### src/pkg/sstx_pkg.sv
// Purpose: Shared constants and types for the synchronous serial transmit block
// Assumes: 250 MHz peripheral clock, word-addressed Avalon-MM register port
// Notes:   Offsets are word indices; the byte address is four times the index
package sstx_pkg;
	////////////////////////////////////////////////////////////////////////////
	// Timing
	localparam int         CLK_PERIOD_NS     = 4;
	localparam int         SHIFT_HALF_NS     = 16;
	localparam logic [3:0] SHIFT_HALF_CYCLES = 4'(SHIFT_HALF_NS / CLK_PERIOD_NS);
	localparam logic [2:0] LAST_BIT          = 3'h7;
	////////////////////////////////////////////////////////////////////////////
	// Register offsets (word index)
	localparam logic [2:0] OFS_DATA       = 3'h0;
	localparam logic [2:0] OFS_MODE       = 3'h1;
	localparam logic [2:0] OFS_TXCFG      = 3'h2;
	localparam logic [2:0] OFS_RXST       = 3'h3;
	localparam logic [2:0] OFS_TXST       = 3'h4;
	localparam logic [2:0] OFS_IRQ_STATUS = 3'h5;
	localparam logic [2:0] OFS_IRQ_MASK   = 3'h6;
	////////////////////////////////////////////////////////////////////////////
	// Field positions
	localparam int TXCFG_CLEAR_BIT  = 7;
	localparam int TXCFG_COND_BIT   = 6;
	localparam int STATUS_FLAG_BIT  = 7;
	localparam int IRQ_DONE_BIT     = 0;
	localparam int IRQ_UNDERRUN_BIT = 1;
	localparam int IRQ_LEVEL_BIT    = 2;
	////////////////////////////////////////////////////////////////////////////
	// Reset values and codes
	localparam logic       UNDERRUN_RESET = 1'h1;
	localparam logic       EMPTY_RESET    = 1'h1;
	localparam logic [1:0] DUPLEX_FULL    = 2'h3;
	localparam logic [2:0] CAP_SINGLE     = 3'h1;
	localparam logic [2:0] CAP_FULL_DPX   = 3'h2;
	localparam logic [2:0] CAP_HALF_DPX   = 3'h4;
	localparam logic [7:0] DUMMY_BYTE     = 8'hFF;
	////////////////////////////////////////////////////////////////////////////
	// Types
	typedef struct packed {
		logic       irq_enable;
		logic [1:0] duplex;
		logic       queue_enable;
		logic       double_buffer;
		logic       clock_out;
	} sstx_mode_t;

	typedef struct packed {
		logic       cond;
		logic [1:0] level;
	} sstx_txcfg_t;

	localparam sstx_mode_t  MODE_RESET  = '0;
	localparam sstx_txcfg_t TXCFG_RESET = '0;

	typedef enum logic {ST_IDLE, ST_SHIFT} sstx_state_t;
endpackage

### src/hw/sstx_top.sv
// Purpose: Transmit side of a synchronous serial channel with queue and status
// Assumes: Avalon-MM slave, one wait state; RX status comes from neighbour logic
// Notes:   Data leaves LSB first, changing on falling shift clock edges
`timescale 1ns/1ps
module sstx_top (
	input  wire logic        CLK,
	input  wire logic        RESETN,
	input  wire logic [2:0]  AVS_ADDRESS,
	input  wire logic        AVS_READ,
	input  wire logic        AVS_WRITE,
	input  wire logic [31:0] AVS_WRITEDATA,
	output logic [31:0]      AVS_READDATA,
	output logic             AVS_WAITREQUEST,
	input  wire logic        SHIFT_CLOCK_PIN_IN,
	output logic             SHIFT_CLOCK_PIN_OUT,
	output logic             SHIFT_CLOCK_PIN_OE,
	output logic             SERIAL_OUT_PIN,
	input  wire logic [2:0]  RX_OCCUPANCY,
	input  wire logic        RX_OVERRUN_EVENT,
	input  wire logic [7:0]  RX_DATA,
	output logic             RX_DATA_READ,
	output logic             TRANSMIT_INTERRUPT,
	output logic             UNDERRUN_EVENT,
	output logic             IRQ
);
	////////////////////////////////////////////////////////////////////////////
	// Bus slave
	logic               ack;
	sstx_pkg::sstx_mode_t  mode;
	sstx_pkg::sstx_txcfg_t txcfg;
	logic               hold_empty;
	logic               rx_overrun;
	logic               tx_underrun;
	logic [2:0]         irq_status;
	logic [2:0]         irq_mask;
	logic [31:0]        read_word;

	wire req       = AVS_READ | AVS_WRITE;
	wire wr_go     = AVS_WRITE & ack;
	wire rd_go     = AVS_READ & ack;
	wire sel_data  = AVS_ADDRESS == sstx_pkg::OFS_DATA;
	wire sel_mode  = AVS_ADDRESS == sstx_pkg::OFS_MODE;
	wire sel_txcfg = AVS_ADDRESS == sstx_pkg::OFS_TXCFG;
	wire sel_rxst  = AVS_ADDRESS == sstx_pkg::OFS_RXST;
	wire sel_txst  = AVS_ADDRESS == sstx_pkg::OFS_TXST;
	wire sel_ists  = AVS_ADDRESS == sstx_pkg::OFS_IRQ_STATUS;
	wire sel_imask = AVS_ADDRESS == sstx_pkg::OFS_IRQ_MASK;
	wire data_wr   = wr_go & sel_data;
	wire data_rd   = rd_go & sel_data;

	assign AVS_WAITREQUEST = req & ~ack;
	assign RX_DATA_READ    = data_rd;

	always_ff @(posedge CLK or negedge RESETN) begin
		if (!RESETN)
			ack <= 1'b0;
		else
			ack <= req & ~ack;
	end

	////////////////////////////////////////////////////////////////////////////
	// Transmit queue
	logic [7:0] q_rdata;
	logic [2:0] q_level;
	logic       q_empty;
	logic       q_full;
	logic       pop;

	wire full_dpx = mode.duplex == sstx_pkg::DUPLEX_FULL;
	wire dbuf     = mode.double_buffer | mode.queue_enable;
	wire q_clear  = wr_go & sel_txcfg & AVS_WRITEDATA[sstx_pkg::TXCFG_CLEAR_BIT];
	wire q_push   = data_wr;
	wire can_pop  = ~q_empty;
	// Without the queue the holding store is a single byte
	wire [2:0] q_cap = ~mode.queue_enable ? sstx_pkg::CAP_SINGLE
		: full_dpx ? sstx_pkg::CAP_FULL_DPX : sstx_pkg::CAP_HALF_DPX;

	sstx_queue u_queue (
		.clk    (CLK),
		.resetn (RESETN),
		.push   (q_push),
		.pop    (pop),
		.clear  (q_clear),
		.cap    (q_cap),
		.wdata  (AVS_WRITEDATA[7:0]),
		.rdata  (q_rdata),
		.level  (q_level),
		.empty  (q_empty),
		.full   (q_full)
	);

	////////////////////////////////////////////////////////////////////////////
	// Shift clock: synchronised pin or local divider
	logic sclk_s;
	logic sclk_d;
	logic sclk_o;
	logic [3:0] half_cnt;
	sstx_pkg::sstx_state_t state;
	logic [7:0] shreg;
	logic       loaded;
	logic [2:0] bit_cnt;

	sstx_sync u_sclk_sync (
		.clk    (CLK),
		.resetn (RESETN),
		.din    (SHIFT_CLOCK_PIN_IN),
		.dout   (sclk_s)
	);

	wire idle     = state == sstx_pkg::ST_IDLE;
	wire ext_fall = ~mode.clock_out & ~sclk_s & sclk_d;
	wire ext_rise = ~mode.clock_out & sclk_s & ~sclk_d;
	wire tick     = ~idle & mode.clock_out & (half_cnt == 4'h0);
	wire fall     = ~idle & (mode.clock_out ? tick & sclk_o : ext_fall);
	wire rise     = ~idle & (mode.clock_out ? tick & ~sclk_o : ext_rise);

	assign SHIFT_CLOCK_PIN_OUT = sclk_o;
	assign SHIFT_CLOCK_PIN_OE  = mode.clock_out;

	always_ff @(posedge CLK or negedge RESETN) begin
		if (!RESETN)
			sclk_d <= 1'b1;
		else
			sclk_d <= sclk_s;
	end

	// Clock idles high and only runs while a frame is in flight
	always_ff @(posedge CLK or negedge RESETN) begin
		if (!RESETN) begin
			sclk_o   <= 1'b1;
			half_cnt <= 4'h0;
		end else begin
			sclk_o   <= idle ? 1'b1 : sclk_o ^ tick;
			half_cnt <= (idle | tick) ? sstx_pkg::SHIFT_HALF_CYCLES - 4'h1
				: half_cnt - 4'h1;
		end
	end

	////////////////////////////////////////////////////////////////////////////
	// Frame sequencing
	wire start_out  = mode.clock_out & idle & (loaded | can_pop);
	wire start_in   = ~mode.clock_out & idle & ext_fall;
	wire start      = start_out | start_in;
	wire need_fetch = start & ~loaded;
	wire frame_done = rise & (bit_cnt == sstx_pkg::LAST_BIT);
	wire refill     = frame_done & dbuf & can_pop;
	// Preload while idle so the byte is ready before the first clock edge
	wire early_move = dbuf & idle & ~loaded & can_pop & ~start;
	wire underrun   = start_in & ~loaded & ~can_pop;
	wire move_evt   = pop & dbuf;
	wire tx_evt     = dbuf ? move_evt : frame_done;
	wire keep_going = refill & mode.clock_out;
	wire [7:0] frame_byte = loaded ? shreg
		: can_pop ? q_rdata : sstx_pkg::DUMMY_BYTE;

	assign pop = (need_fetch & can_pop) | refill | early_move;

	always_ff @(posedge CLK or negedge RESETN) begin
		if (!RESETN)
			state <= sstx_pkg::ST_IDLE;
		else begin
			case (state)
				sstx_pkg::ST_IDLE: begin
					if (start)
						state <= sstx_pkg::ST_SHIFT;
				end
				sstx_pkg::ST_SHIFT: begin
					// Nothing waiting ends the frame and parks the clock
					if (frame_done & ~keep_going)
						state <= sstx_pkg::ST_IDLE;
				end
				default: state <= sstx_pkg::ST_IDLE;
			endcase
		end
	end

	// Counter runs even for the dummy frame after an underrun
	always_ff @(posedge CLK or negedge RESETN) begin
		if (!RESETN)
			bit_cnt <= 3'h0;
		else if (start)
			bit_cnt <= 3'h0;
		else if (rise)
			bit_cnt <= bit_cnt + 3'h1;
	end

	always_ff @(posedge CLK or negedge RESETN) begin
		if (!RESETN)
			loaded <= 1'b0;
		else if (early_move | (refill & ~mode.clock_out))
			loaded <= 1'b1;
		else if (start | keep_going)
			loaded <= 1'b0;
	end

	always_ff @(posedge CLK or negedge RESETN) begin
		if (!RESETN) begin
			shreg          <= sstx_pkg::DUMMY_BYTE;
			SERIAL_OUT_PIN <= 1'b1;
		end else if (start_in) begin
			SERIAL_OUT_PIN <= frame_byte[0];
			shreg          <= {1'b1, frame_byte[7:1]};
		end else if (start_out) begin
			shreg <= frame_byte;
		end else if (fall) begin
			SERIAL_OUT_PIN <= shreg[0];
			shreg          <= {1'b1, shreg[7:1]};
		end else if (refill | early_move) begin
			shreg <= q_rdata;
		end
	end

	// Holding store empty flag: set by every move, cleared by a data write
	always_ff @(posedge CLK or negedge RESETN) begin
		if (!RESETN)
			hold_empty <= sstx_pkg::EMPTY_RESET;
		else if (move_evt)
			hold_empty <= 1'b1;
		else if (data_wr)
			hold_empty <= 1'b0;
	end

	////////////////////////////////////////////////////////////////////////////
	// Level interrupt condition
	wire [2:0] lvl_after = q_level + 3'(q_push & ~q_full) - 3'h1;
	wire [2:0] thr = full_dpx ? {2'h0, txcfg.level[0]} : {1'h0, txcfg.level};
	wire lvl_hit = pop & mode.queue_enable & ((lvl_after == thr)
		| (txcfg.cond & (lvl_after < thr)));
	wire lvl_evt = lvl_hit & mode.irq_enable;

	////////////////////////////////////////////////////////////////////////////
	// Control and status registers
	always_ff @(posedge CLK or negedge RESETN) begin
		if (!RESETN) begin
			mode     <= sstx_pkg::MODE_RESET;
			txcfg    <= sstx_pkg::TXCFG_RESET;
			irq_mask <= 3'h0;
		end else begin
			if (wr_go & sel_mode)
				mode <= sstx_pkg::sstx_mode_t'(AVS_WRITEDATA[5:0]);
			if (wr_go & sel_txcfg) begin
				txcfg.cond  <= AVS_WRITEDATA[sstx_pkg::TXCFG_COND_BIT];
				txcfg.level <= AVS_WRITEDATA[1:0];
			end
			if (wr_go & sel_imask)
				irq_mask <= AVS_WRITEDATA[2:0];
		end
	end

	// Hardware set wins over the software clear in the same cycle
	always_ff @(posedge CLK or negedge RESETN) begin
		if (!RESETN) begin
			rx_overrun  <= 1'b0;
			tx_underrun <= sstx_pkg::UNDERRUN_RESET;
		end else begin
			rx_overrun  <= RX_OVERRUN_EVENT | (rx_overrun & ~data_rd);
			tx_underrun <= underrun | (tx_underrun & ~data_wr);
		end
	end

	wire [2:0] evt_vec  = {lvl_evt, underrun, tx_evt};
	wire [2:0] w1c_vec  = (wr_go & sel_ists) ? AVS_WRITEDATA[2:0] : 3'h0;

	always_ff @(posedge CLK or negedge RESETN) begin
		if (!RESETN) begin
			irq_status         <= 3'h0;
			TRANSMIT_INTERRUPT <= 1'b0;
			UNDERRUN_EVENT     <= 1'b0;
		end else begin
			irq_status         <= evt_vec | (irq_status & ~w1c_vec);
			TRANSMIT_INTERRUPT <= tx_evt;
			UNDERRUN_EVENT     <= underrun;
		end
	end

	assign IRQ = |(irq_status & irq_mask);

	////////////////////////////////////////////////////////////////////////////
	// Read mux; unmapped offsets read zero
	always_comb begin
		read_word = 32'h0000_0000;
		if (sel_data)
			read_word[7:0] = RX_DATA;
		if (sel_mode)
			read_word[6:0] = {hold_empty, mode};
		if (sel_txcfg)
			read_word[sstx_pkg::TXCFG_COND_BIT] = txcfg.cond;
		if (sel_txcfg)
			read_word[1:0] = txcfg.level;
		if (sel_rxst)
			read_word[7:0] = {rx_overrun, 4'h0, RX_OCCUPANCY};
		if (sel_txst)
			read_word[7:0] = {tx_underrun, 4'h0, q_level};
		if (sel_ists)
			read_word[2:0] = irq_status;
		if (sel_imask)
			read_word[2:0] = irq_mask;
	end

	always_ff @(posedge CLK or negedge RESETN) begin
		if (!RESETN)
			AVS_READDATA <= 32'h0000_0000;
		else if (AVS_READ & ~ack)
			AVS_READDATA <= read_word;
	end
endmodule

### src/hw/sstx_sync.sv
// Purpose: Two-flop synchroniser for the shift clock pin
// Assumes: Input is asynchronous to clk
// Notes:   First stage feeds only the second stage
`timescale 1ns/1ps
module sstx_sync (
	input  wire logic clk,
	input  wire logic resetn,
	input  wire logic din,
	output logic      dout
);
	logic meta;

	// Resets to the idle-high level of the pin so no false edge follows reset
	always_ff @(posedge clk or negedge resetn) begin
		if (!resetn) begin
			meta <= 1'b1;
			dout <= 1'b1;
		end else begin
			meta <= din;
			dout <= meta;
		end
	end
endmodule

### src/hw/sstx_queue.sv
// Purpose: Four-entry byte queue with a run-time capacity
// Assumes: Push while full and pop while empty are dropped
// Notes:   Clear wins over push and pop in the same cycle
`timescale 1ns/1ps
module sstx_queue (
	input  wire logic       clk,
	input  wire logic       resetn,
	input  wire logic       push,
	input  wire logic       pop,
	input  wire logic       clear,
	input  wire logic [2:0] cap,
	input  wire logic [7:0] wdata,
	output logic [7:0]      rdata,
	output logic [2:0]      level,
	output logic            empty,
	output logic            full
);
	logic [7:0] mem [4];
	logic [1:0] rd_ptr;
	logic [1:0] wr_ptr;
	wire        do_push = push & ~full;
	wire        do_pop  = pop & ~empty;

	assign full  = level >= cap;
	assign empty = level == 3'h0;
	assign rdata = mem[rd_ptr];

	always_ff @(posedge clk or negedge resetn) begin
		if (!resetn) begin
			rd_ptr <= 2'h0;
			wr_ptr <= 2'h0;
			level  <= 3'h0;
		end else if (clear) begin
			rd_ptr <= 2'h0;
			wr_ptr <= 2'h0;
			level  <= 3'h0;
		end else begin
			rd_ptr <= rd_ptr + 2'(do_pop);
			wr_ptr <= wr_ptr + 2'(do_push);
			level  <= level + 3'(do_push) - 3'(do_pop);
		end
	end

	for (genvar i = 0; i < 4; i++) begin : g_entry
		always_ff @(posedge clk or negedge resetn) begin
			if (!resetn)
				mem[i] <= 8'h00;
			else if (do_push & ~clear & (wr_ptr == 2'(i)))
				mem[i] <= wdata;
		end
	end
endmodule

### config.mk
export PLATFORM = sky130hd
export DESIGN_NAME = sstx_top
export DESIGN_NICKNAME = d
export VERILOG_FILES = /design/src/pkg/sstx_pkg.sv /design/src/hw/sstx_top.sv /design/src/hw/sstx_sync.sv /design/src/hw/sstx_queue.sv
export SDC_FILE = /design/constraint.sdc
export NUM_CORES = 1
export LEC_CHECK = 0
export ABC_AREA = 1
export ABC_CLOCK_PERIOD_IN_PS = 3200
export CORE_UTILIZATION = 58
export CTS_CLUSTER_SIZE = 16
export DETAILED_ROUTE_END_ITERATION = 8
export DONT_BUFFER_PORTS = 1
export PLACE_DENSITY = 0.85
export RECOVER_POWER = 100
export SYNTH_ARGS = -nofsm -noshare
export SYNTH_HDL_FRONTEND = slang
export SYNTH_HIERARCHICAL = 1
export SYNTH_SLANG_ARGS = --single-unit
### constraint.sdc
create_clock -name CLK -period 3.2 [get_ports CLK]
set_clock_uncertainty 0.05 [all_clocks]
set_input_delay 0.16 -clock CLK [delete_from_list [all_inputs] [get_ports CLK]]
set_output_delay 0.16 -clock CLK [all_outputs]
set_load 0.01 [all_outputs]
==> flow_metrics.env <==
export IMPL_synthMuxAreaShare_pct=0.6366
export IMPL_timing_hold_worst_start="AVS_READ"
export IMPL_synth_simple_area_share_pct=32.47
export IMPL_num_rows=34
export IMPL_rrSetupSlack_ns=0.09
export IMPL_finalPower_uw=4534
export IMPL_cts_tree="yes"
export IMPL_drc=12
export IMPL_synth_top_area_share_pct=35.37
export IMPL_tns_ns=0
export IMPL_min_to="rx_overrun"
export IMPL_critPathBufInv=4
export IMPL_timing_final_crit_period_ns=3.106
export IMPL_synth_top_area_cell="dfrtp_1"
export IMPL_seq_area_frac_synth_pct=42.80
export IMPL_slew_violations=91
export IMPL_hold_class="in -> reg"
export IMPL_avgSynthCellArea_um2=8.040
export IMPL_synthAdderAreaFrac_pct=4.386
export IMPL_dp_hpwl_um=8380
export IMPL_crit_family="simple AND/OR/NAND/NOR gates"
export IMPL_grt_max_degree=91
export IMPL_synthesis_area_um2=5306
export IMPL_wire_per_inst_um=15.94
export IMPL_p_leak_uw=0.002978
export IMPL_crit_path_max_incr_delay_ns=0.42
export IMPL_reg2reg_from="half_cnt[0]"
export IMPL_clk_path_buf_depth=2
export IMPL_r2r_cells=18
export IMPL_synth_top_family_by_area="simple AND/OR/NAND/NOR gates"
export IMPL_routed_wl_um=12770
export IMPL_hold_viol_final=0
export IMPL_synthCells=660
export IMPL_slowest_stage="dfrtp_1"
export IMPL_grt_overflow=0
export IMPL_setup_viol=0
export IMPL_whs_path_depth=3
export IMPL_critPathKind="reg -> reg"
export IMPL_clock_sinks=90
export IMPL_synth_xor_area_share_pct=0.6602
export IMPL_clkLatencyLatePin_ns=0.39
export IMPL_viasPerCell=5.801
export IMPL_grt_pass1_wl_um=20620
export IMPL_track_usage_pct=27.31
export IMPL_post_route_period_util_pct=97.06
export IMPL_outcome="complete, but fails checks"
export IMPL_place_inst=760
export IMPL_placed_area_um2=5304
export IMPL_drv_cap=1
export IMPL_drive_above_1_share_pct=15.58
export IMPL_synth_area_leaders="dfrtp_1 35%, nand2_1 13%, dfstp_2 7.4%"
export IMPL_cpMostUsedCell="inv_2"
export IMPL_cts_root_buf="clkbuf_8"
export IMPL_grt_setup_unrepaired="yes"
export IMPL_clk_pin_slew_ns=0.11
export IMPL_start_kind="flip-flop"
export IMPL_htreeDepth=3
export IMPL_die_h_um=97.65
export IMPL_port_buffers=0
export IMPL_syn_to_final_growth_pct=9.243
export IMPL_yosys_warnings=6
export IMPL_worstPathMaxFanout=3
export IMPL_worst_pin_slew_ns=2.207
export IMPL_grt_pass1_vias=4373
export IMPL_cp_cell_sequence="inv_2, ha_4, nand2_4, nor4_4, ha_2, nor2_2, nor2_2, nand4_4, nand3_4, inv_2, nor2_4, ha_1, inv_1, ha_2, inv_2, fa_2, and3_4, nor3_2"
export IMPL_antenna_left=0
export IMPL_fin_area_um2=5797
export IMPL_die_area_um2=9536
export IMPL_ys_ff_latch=90
export IMPL_antenna_found_initial=0
export IMPL_end_kind="flip-flop"
export IMPL_initial_utilization_pct=60.26
export IMPL_antenna_cells=0
export IMPL_fill_cells=698
export IMPL_slew_limit_headroom_pct=-47.15
export IMPL_finalNonFillerCells=801
export IMPL_max_freq_mhz=322.0
export IMPL_ios=92
export IMPL_drtPass1Iterations=8
export IMPL_r2r_end="u_queue/level[2]"
export IMPL_die_w_um=97.65
export IMPL_crit_required_ns=3.45
export IMPL_failed_checks="DRC, capacitance limit, slew limit"
export IMPL_synth_compound_area_share_pct=7.781
export IMPL_crit_arrival_ns=3.36
export IMPL_cts_inserted_buffers=9
export IMPL_synth_cell_types=48
export IMPL_gp_congestion=0.9651
export IMPL_core_um2=8806
export IMPL_num_vias=4647
export IMPL_num_nets_final=758
export IMPL_ir_drop_mv=0.4333
export IMPL_power_density_nw_per_um2=782.2
export IMPL_drt_iter0_markers=431
-- synth_stat cells, drive strengths merged --
cell type	count
nand2	186
nor2	79
inv	76
dfrtp	75
nand4	40
o21ai	40
buf	39
nand3	30
ha	17
o22ai	16
dfstp	15
nand3b	9
a21oi	7
nor3	4
a22o	3
mux2	3
xnor2	3
clkbuf	2
clkinv	2
o221ai	2
or2	2
a22oi	1
and3	1
conb	1
fa	1
nor2b	1
nor4	1
o211ai	1
o21a	1
o21bai	1
xor2	1
-- layer usage --
metal,share of wire (%),track usage (%),vias to the layer above
li1,-,-,2164
met1,39,36.27,2208
met2,50,44.24,239
met3,8.7,3.741,36
met4,2.6,13.17,0
met5,0,0,-
-- sequential cells by signal, summed over array words and instances, names as in the netlist, 2 cells and up --
name and cells:
bit_cnt 3, u_queue/mem 32, u_queue/wr_ptr 2, u_queue/level 3, txcfg 3, half_cnt 4
AVS_READDATA 8, irq_mask 3, u_queue/rd_ptr 2, shreg 8, irq_status 3, mode 5
-- how the worst max path moves through the flow --
stage	to	slack, ns	depth (start not counted)	from
after floorplan	u_queue/level[2]	0.20	18	half_cnt[0]
after global placement	u_queue/level[2]	0.23	18	half_cnt[0]
after detailed placement	u_queue/level[2]	-0.01	18	half_cnt[0]
after CTS	u_queue/level[2]	0.1	18	half_cnt[0]
after global routing	u_queue/level[2]	-0.08	18	half_cnt[0]
final	u_queue/level[2]	0.09	18	half_cnt[0]
-- what timing repair did --
action / in CTS / in global routing
hold buffers: 20 / 0
pin swaps: 0 / 10
hold endpoints to repair: 145 / 0
gates cloned: 0 / 0
gates resized for setup: 1 / 20
buffers inserted: 0 / 5
endpoints found under the setup margin: 1 / 1
-- cell usage in the layout, fill, tap and decap left out, types with 12 or more instances in the layout --
cell / instances
dfrtp_1: 75
nand4_1: 37
nand3_1: 15
ha_1: 14
nand3_2: 13
inv_1: 63
conb_1: 24
buf_4: 15
o22ai_1: 16
nor2_1: 68
dfstp_2: 12
dlygate4sd3_1: 19
nand2_1: 179
o21ai_0: 38
inv_2: 12
-- where the power goes --
| group | switching, µW | internal, µW | total (µW) | leakage [µW] |
|---|---|---|---|---|
| registers | 263 | 1480 | 1750 | 0.00112 |
| clock network | 474 | 297 | 771 | 0.0000901 |
| logic | 1260 | 754 | 2010 | 0.00176 |
| total | 2000 | 2540 | 4530 | 0.00298 |
-- cell families after synthesis --
logic type | Yosys count
and+or+nand+nor | 353
buffers and inverters | 119
DFF | 90
AOI/OAI and AO/OA | 72
adders and majority gates | 18
xor gates and xnor gates | 4
muxes | 3
other | 1
-- metrics by stage --
stage	worst slack [ns]	utilization (%)	hold WS, ns
after CTS	0.09999	64.86	0.01509
final	0.09417	65.83	0.01311
after global placement	0.2350	60.23	-0.1841
after global routing	-0.07639	65.83	0.05544
after detailed placement	-0.01432	60.23	-0.1845
after floorplan	0.2005	-	-0.1856
-- worst min-delay path, cell delays in order --
cell      delay (ns)
nand2_1         0.04
nor2_1          0.08
o21bai_1        0.14
-- area by class of cell --
cell class              count  area, µm²  share of cell area, %
clock buffers               9      123.9                  2.137
clock inverters             7      60.06                  1.036
inverters                  78      295.3                  5.094
multi-input cells         474       2604                  44.92
flip-flops and latches     90       2271                  39.18
well taps                 108      135.1                  2.331
repair buffers             35      307.8                  5.310
No activity file was read; power rests on OpenSTA's default activity.
